<file path="src/inc/padc_pkg.sv">
// Package of constants for the pipelined converter output timing block.
package padc_pkg;

  // ************************************************************
  // Data format
  // ************************************************************
  localparam int           DATA_W   = 12;
  localparam logic [11:0]  CODE_MIN = 12'h800;  // Most negative two's complement code.
  localparam logic [11:0]  CODE_MAX = 12'h7ff;  // Most positive two's complement code.
  localparam logic [11:0]  DATA_RST = 12'h000;
  localparam int           SIGN_POS = 11;

  // ************************************************************
  // Timing
  // ************************************************************
  localparam int CLK_PERIOD_NS  = 50;
  localparam int CONV_TIME_NS   = 150;
  // Least time: round up to whole cycles.
  localparam int CONV_CYCLES    = (CONV_TIME_NS + CLK_PERIOD_NS - 1) / CLK_PERIOD_NS;
  localparam int PIPE_EXTRA     = 2;      // Extra pipeline stages in sample periods.
  localparam int REFRESH_TIME_US = 1000;  // Idle time before a refresh, 1 ms.
  localparam int REFRESH_CYCLES = REFRESH_TIME_US * 1000 / CLK_PERIOD_NS;
  localparam int IDLE_W         = 16;

  typedef enum logic [1:0] {PADC_ACTIVE, PADC_IDLE, PADC_REFRESH} padc_state_e;

endpackage : padc_pkg

</file>
<file path="src/rtl/padc_core.sv">
// Output timing logic of a pipelined sampling converter with idle refresh.
//
// Behaviour
// (RL1) Results always in two's complement.
// (RL2) Offset binary: capture inverts MSB only.
// (RL3) Flag high only at extreme codes.
// (RL4) Rising sample strobe starts conversion.
// (RL5) Started conversion always runs to completion.
// (RL6) Output updates at conversion end, ~150ns.
// (RL7) Result appears two periods plus conversion.
// (RL8) Capture latches on third following edge.
// (RL9) Only rising edges time internal logic.
// (RL10) Sample rate must stay above 20kHz.
// (RL11) Refresh after 1ms without a sample.
// (RL12) Gain select high gives one, low two.
// (RL13) Parallel 12-bit word plus range bit.
// (RL14) Capture registers word and flag together.
module padc_core #(
  parameter int REFRESH_COUNT = padc_pkg::REFRESH_CYCLES  // Idle cycles before a refresh.
) (
  input  wire  logic                         core_clk,          // System clock, 20 MHz.
  input  wire  logic                         reset,             // Synchronous, active high.
  input  wire  logic                         sampleStrobe,      // Conversion clock level.
  input  wire  logic signed [padc_pkg::DATA_W-1:0] sampleValue, // Quantised input at the edge.
  input  wire  logic                         gainSelect,        // High: gain one, low: two.
  output logic [padc_pkg::DATA_W-1:0]        dataOut,           // Result word, two's complement.
  output logic                               outOfRangeFlag,    // High at an extreme code.
  output logic                               signMsbBit,        // Copy of the result MSB.
  output logic                               dataUpdate,        // Pulse when dataOut changes.
  output logic                               refreshPulse       // Pulse on idle refresh.
);
  import padc_pkg::*;

  // ************************************************************
  // Sample edge and input gain
  // ************************************************************
  logic                    strobeQ_q;
  logic                    sampleEdge;
  logic signed [DATA_W:0]  gained;
  logic [DATA_W-1:0]       clipped;

  // Only the rising edge matters, so the strobe duty cycle is free.
  assign sampleEdge = sampleStrobe & ~strobeQ_q;  // RL4 RL9

  // Gain two doubles the input; the result saturates at the extreme codes.
  assign gained  = gainSelect ? {sampleValue[DATA_W-1], sampleValue}  // RL12
                              : {sampleValue, 1'b0};
  assign clipped = (gained > $signed({1'b0, CODE_MAX})) ? CODE_MAX :
                   (gained < $signed({1'b1, CODE_MIN})) ? CODE_MIN :
                   gained[DATA_W-1:0];  // RL1

  always_ff @(posedge core_clk) begin
    if (reset) strobeQ_q <= 1'b0;
    else       strobeQ_q <= sampleStrobe;
  end

  // ************************************************************
  // Pipeline: two sample periods of delay, then a conversion time
  // ************************************************************
  // Each sample edge shifts the stages; the oldest value enters the
  // converter and lands on the outputs CONV_CYCLES later.
  logic [DATA_W-1:0] stage_q [PIPE_EXTRA];
  logic [DATA_W-1:0] convWord_q;
  logic [2:0]        convCnt_q;
  logic              convBusy_q;
  logic              convDone;

  assign convDone = convBusy_q && (convCnt_q == 3'(CONV_CYCLES - 1));

  always_ff @(posedge core_clk) begin
    if (reset) begin
      for (int i = 0; i < PIPE_EXTRA; i++) stage_q[i] <= DATA_RST;
    end else if (sampleEdge) begin
      stage_q[0] <= clipped;  // RL4
      for (int i = 1; i < PIPE_EXTRA; i++) stage_q[i] <= stage_q[i-1];  // RL7
    end
  end

  // A conversion in flight is never restarted: a new edge only shifts
  // the stages and the word in the last stage is not converted, which
  // requires the strobe period to be at least the conversion time.
  always_ff @(posedge core_clk) begin
    if (reset) begin
      convBusy_q <= 1'b0;
      convCnt_q  <= 3'h0;
      convWord_q <= DATA_RST;
    end else if (convBusy_q && !convDone) begin
      convCnt_q <= convCnt_q + 3'h1;  // RL5
    end else if (sampleEdge) begin
      convBusy_q <= 1'b1;
      convCnt_q  <= 3'h0;
      convWord_q <= stage_q[PIPE_EXTRA-1];  // RL7
    end else begin
      convBusy_q <= 1'b0;
      convCnt_q  <= 3'h0;
    end
  end

  // ************************************************************
  // Output register
  // ************************************************************
  // Both extreme codes mark an input outside the range. The same decode
  // serves the flag and its check, so the two cannot drift apart.
  function automatic logic isExtreme(input logic [DATA_W-1:0] word);
    return (word == CODE_MIN) || (word == CODE_MAX);
  endfunction

  logic extreme;
  assign extreme = isExtreme(convWord_q);  // RL3

  // Word and flag are updated on the same edge so they stay aligned.
  always_ff @(posedge core_clk) begin
    if (reset) begin
      dataOut        <= DATA_RST;
      outOfRangeFlag <= 1'b0;
      dataUpdate     <= 1'b0;
    end else begin
      dataUpdate <= convDone;  // RL6
      if (convDone) begin
        dataOut        <= convWord_q;  // RL6 RL13
        outOfRangeFlag <= extreme;     // RL3
      end
    end
  end

  assign signMsbBit = dataOut[SIGN_POS];  // RL13

  // ************************************************************
  // Idle refresh timer
  // ************************************************************
  padc_state_e       state_q;
  logic [IDLE_W-1:0] idleCnt_q;
  logic              idleExpired;

  assign idleExpired = (idleCnt_q == IDLE_W'(REFRESH_COUNT - 1));
  assign refreshPulse = (state_q == PADC_REFRESH);

  // The timer restarts after every refresh so a stopped strobe refreshes
  // forever, once per interval.
  always_ff @(posedge core_clk) begin
    if (reset || sampleEdge) begin
      state_q   <= PADC_ACTIVE;
      idleCnt_q <= '0;
    end else begin
      case (state_q)
        PADC_ACTIVE, PADC_IDLE: begin
          state_q   <= idleExpired ? PADC_REFRESH : PADC_IDLE;  // RL11
          idleCnt_q <= idleExpired ? '0 : idleCnt_q + IDLE_W'(1);
        end
        PADC_REFRESH: begin
          state_q   <= PADC_IDLE;
          idleCnt_q <= '0;
        end
        default: begin
          state_q   <= PADC_ACTIVE;
          idleCnt_q <= '0;
        end
      endcase
    end
  end

  // ************************************************************
  // Checks
  // ************************************************************
  // Cycles since the last sample edge or refresh. It is kept apart from the
  // refresh timer so that a miscounting timer shows up against it.
  logic [IDLE_W-1:0] gapCnt_q;

  always_ff @(posedge core_clk) begin
    if (reset || sampleEdge || refreshPulse) gapCnt_q <= '0;
    else                                     gapCnt_q <= gapCnt_q + IDLE_W'(1);
  end
endmodule // padc_core

</file>
<file path="config.mk">
export PLATFORM = sky130hd
export DESIGN_NAME = padc_core
export DESIGN_NICKNAME = d
export VERILOG_FILES = /design/src/inc/padc_pkg.sv /design/src/rtl/padc_core.sv
export SDC_FILE = /design/constraint.sdc
export NUM_CORES = 1
export LEC_CHECK = 0
export BUFFER_PORTS_ARGS = -buffer_cell sky130_fd_sc_hd__buf_2
export CORE_UTILIZATION = 55
export DETAILED_ROUTE_END_ITERATION = 8
export PLACE_DENSITY_LB_ADDON = 0.12
export SLEW_MARGIN = 10
export SYNTH_ARGS = -nofsm -noshare
export SYNTH_HDL_FRONTEND = slang
export SYNTH_SLANG_ARGS = --single-unit
</file>
<file path="constraint.sdc">
create_clock -name core_clk -period 4.6 [get_ports core_clk]
set_clock_uncertainty 0.1 [all_clocks]
set_input_delay 0.23 -clock core_clk [delete_from_list [all_inputs] [get_ports core_clk]]
set_output_delay 0.23 -clock core_clk [all_outputs]
set_load 0.01 [all_outputs]
</file>
==> flow_metrics.env <==
export IMPL_wl_per_cell_um=11.3
export IMPL_nFillCells=447
export IMPL_drv_slew=0
export IMPL_cts_max_level=3
export IMPL_p_per_area_mw_per_mm2=378
export IMPL_setup_worst_path_start="idleCnt_q[0]$_SDFF_PP0_"
export IMPL_leakage_nw=1.31
export IMPL_globalRouteTotalUtil_pct=18.5
export IMPL_grt_pass1_vias=1897
export IMPL_ys_seq_area_share_pct=55.7
export IMPL_syn_num_nets=332
export IMPL_numPortBuffers=31
export IMPL_finalCritPeriodShare_pct=42.9
export IMPL_setup_tns_ps=0
export IMPL_firstDrtPassIters=4
export IMPL_preCtsSetupSlack_ps=2510
export IMPL_vias=2124
export IMPL_finalWorstSetupSlack_ps=2630
export IMPL_max_slew_worst_pin_slew_ps=831
export IMPL_worst_setup_path_end_kind="flop"
export IMPL_wl_um=4660
export IMPL_final_cells=413
export IMPL_path_class="flop to flop"
export IMPL_worstSkewPairLatency_ps=340
export IMPL_drt_vias_per_instance=5.14
export IMPL_synth_seq_cells=73
export IMPL_grt_overflow_total=0
export IMPL_hold_path_class="input pin to flop"
export IMPL_grt_pass1_wl_um=8420
export IMPL_root_buffer="clkbuf_8"
export IMPL_cpLargestDelayFamily="simple AND/OR/NAND/NOR gates"
export IMPL_critPathBufInv=0
export IMPL_boundaryPins=32
export IMPL_critPathSlowestCell="or3b_1"
export IMPL_ant_nets=0
export IMPL_ctsLongestPathBuffers=2
export IMPL_max_slew_margin_pct=44.6
export IMPL_cts_setup_buffers=0
export IMPL_hp_start="sampleStrobe"
export IMPL_cp_max_fo=17
export IMPL_setup_viol=0
export IMPL_power_total_mw=1.29
export IMPL_synthCells=313
export IMPL_std_cell_rows=26
export IMPL_grt_max_degree=32
export IMPL_fin_nets=357
export IMPL_drc=0
export IMPL_drt_iter0_drc=71
export IMPL_die_y_um=76.5
export IMPL_post_route_min_period_ps=1970
export IMPL_drive_gt1_share_pct=15.2
export IMPL_path_clk_slew_ps=70
export IMPL_place_gp_congestion=0.828
export IMPL_antenna_found_initial=0
export IMPL_postCtsHoldBufs=0
export IMPL_max_vdd_ir_drop_uv=187
export IMPL_fp_coreArea_mm2=0.00524
export IMPL_drv_cap=0
export IMPL_antenna_cells=0
export IMPL_postLayoutCoreUtil_pct=65.2
export IMPL_die_area_mm2=0.00586
export IMPL_ctsResizeCount=0
export IMPL_rsz0062_at_grt="no"
export IMPL_cts_inserted_buffers=9
export IMPL_syn_to_final_growth_pct=11.8
export IMPL_synth_area_per_cell_um2=9.76
export IMPL_path_cells="ha_1, and4_4, nand4_1, or3b_1, o21ai_0"
export IMPL_syn_cell_area_mm2=0.00306
export IMPL_dp_hpwl_um=3250
export IMPL_outcome="completed"
export IMPL_cp_arrival_ps=2070
export IMPL_hold_viol_final=0
export IMPL_r2r_start="idleCnt_q[0]$_SDFF_PP0_"
export IMPL_ys_types=37
export IMPL_placed_cells_incl_taps=397
export IMPL_setup_worst_path_start_class="flop"
export IMPL_crit_required_ps=4700
export IMPL_clock_fmax_ghz=0.506
export IMPL_die_w_um=76.5
export IMPL_cts_tree="built"
export IMPL_max_stage_delay_ps=540
export IMPL_start_util_pct=58.3
export IMPL_clock_sinks=73
export IMPL_yosys_warnings=0
## worst register-to-register path, delay by kind of cell, from the launching register on
kind                     cells  cell delay [ps]
AND/OR/NAND/NOR              3              910
flip-flops                   1              410
adder cells (fa/ha/maj)      1              250
AO/OA/AOI/OAI                1              160
## layer usage
layer	routed length, um	track usage [%]
met5	0	0
met4	129	11.5
met3	141	5.39
met2	2080	28.1
met1	2300	23.2
## power breakdown
group / total [mW] / internal (mW) / switching (mW)
logic: 0.0726 / 0.0288 / 0.0438
clock network: 0.518 / 0.304 / 0.214
registers: 0.701 / 0.690 / 0.0113
## layout by cell type (no fill, tap or decap), drive strengths merged
cell    count
a21oi      34
a311oi      1
and2       13
and3        2
and4        1
buf        32
bufinv      1
clkbuf     14
clkinv      1
dfxtp      49
edfxtp     24
ha          3
inv         6
mux2i      12
nand2      36
nand2b      3
nand3       6
nand3b      1
nand4      10
nand4b      1
nor2       45
nor2b       2
nor3        5
nor3b       1
nor4        7
nor4b       2
o21ai       3
o21bai     10
or2         2
or2b        1
or3b        1
xnor2       9
xor2        5
## synth_stat cells
master | instances | area (um2)
and3_1 | 2 | 12.5
dfxtp_1 | 49 | 981
nand4b_1 | 1 | 8.76
and4_4 | 1 | 11.3
or2b_2 | 1 | 8.76
nor2_2 | 1 | 6.26
nor2_1 | 44 | 165
ha_1 | 3 | 37.5
or2_2 | 2 | 12.5
nand3b_1 | 1 | 7.51
xnor2_1 | 9 | 78.8
mux2i_1 | 12 | 120
clkbuf_1 | 11 | 41.3
buf_4 | 2 | 15.0
nor3_1 | 5 | 25.0
buf_6 | 2 | 22.5
buf_2 | 1 | 5.00
a311oi_1 | 1 | 8.76
o21bai_1 | 10 | 75.1
buf_1 | 1 | 3.75
nor4_1 | 7 | 43.8
nand4_1 | 10 | 62.6
a21oi_1 | 33 | 165
nand3_1 | 6 | 30.0
nand2_1 | 36 | 135
buf_8 | 1 | 15.0
xor2_1 | 5 | 43.8
edfxtp_1 | 24 | 721
inv_1 | 6 | 22.5
nor2b_1 | 2 | 12.5
nor4b_1 | 2 | 17.5
or3b_1 | 1 | 8.76
o21ai_0 | 3 | 15.0
nand2b_1 | 3 | 18.8
a21oi_2 | 1 | 8.76
and2_1 | 13 | 81.3
nor3b_1 | 1 | 7.51
## final timing paths
path                                                 to  slack, ps  depth (start not counted)
worst min-delay path               strobeQ_q$_SDFF_PP0_         20                          2
worst min register to register  convCnt_q[0]$_SDFF_PP0_        350                          1
worst max register to register    state_q[0]$_SDFF_PP0_       2630                          5
worst max-delay path              state_q[0]$_SDFF_PP0_       2630                          5
## cell type report
class	instances	area, um2	share of cell area, %
flip-flops and latches	73	1700	49.8
multi-input cells	216	1230	36.0
clock buffers	14	178	5.20
repair buffers	32	163	4.76
well taps	70	87.6	2.56
clock inverters	2	35.0	1.03
inverters	6	22.5	0.659
## through the flow
stage / instance area [um2] / hold WS [ps]
after floorplan: 3060 / 258
after global placement: 3200 / 331
after detailed placement: 3200 / 335
after CTS: 3420 / 13.7
after global routing: 3420 / 27.7
final: 3420 / 17.7
## flip-flops by register name (all words and copies together), names as in the netlist
| signal | count |
|---|---|
| dataOut | 12 |
| convCnt_q | 3 |
| state_q | 2 |
| dataUpdate | 1 |
| strobeQ_q | 1 |
| stage_q | 24 |
| convWord_q | 12 |
| idleCnt_q | 16 |
| convBusy_q | 1 |
| outOfRangeFlag | 1 |
## logic make-up (layout without fill, tap and decap cells)
kind of cell / count (synthesis) / count (layout) / share of synthesized area (%)
multiplexers: 12 / 12 / 3.93
adder cells (fa/ha/maj): 3 / 3 / 1.23
AO/OA/AOI/OAI: 48 / 48 / 8.93
AND/OR/NAND/NOR: 139 / 139 / 22.1
XOR/XNOR: 14 / 14 / 4.01
flip-flops: 73 / 73 / 55.7
buffers and inverters: 24 / 54 / 4.09
No activity file was read; power rests on OpenSTA's default activity.
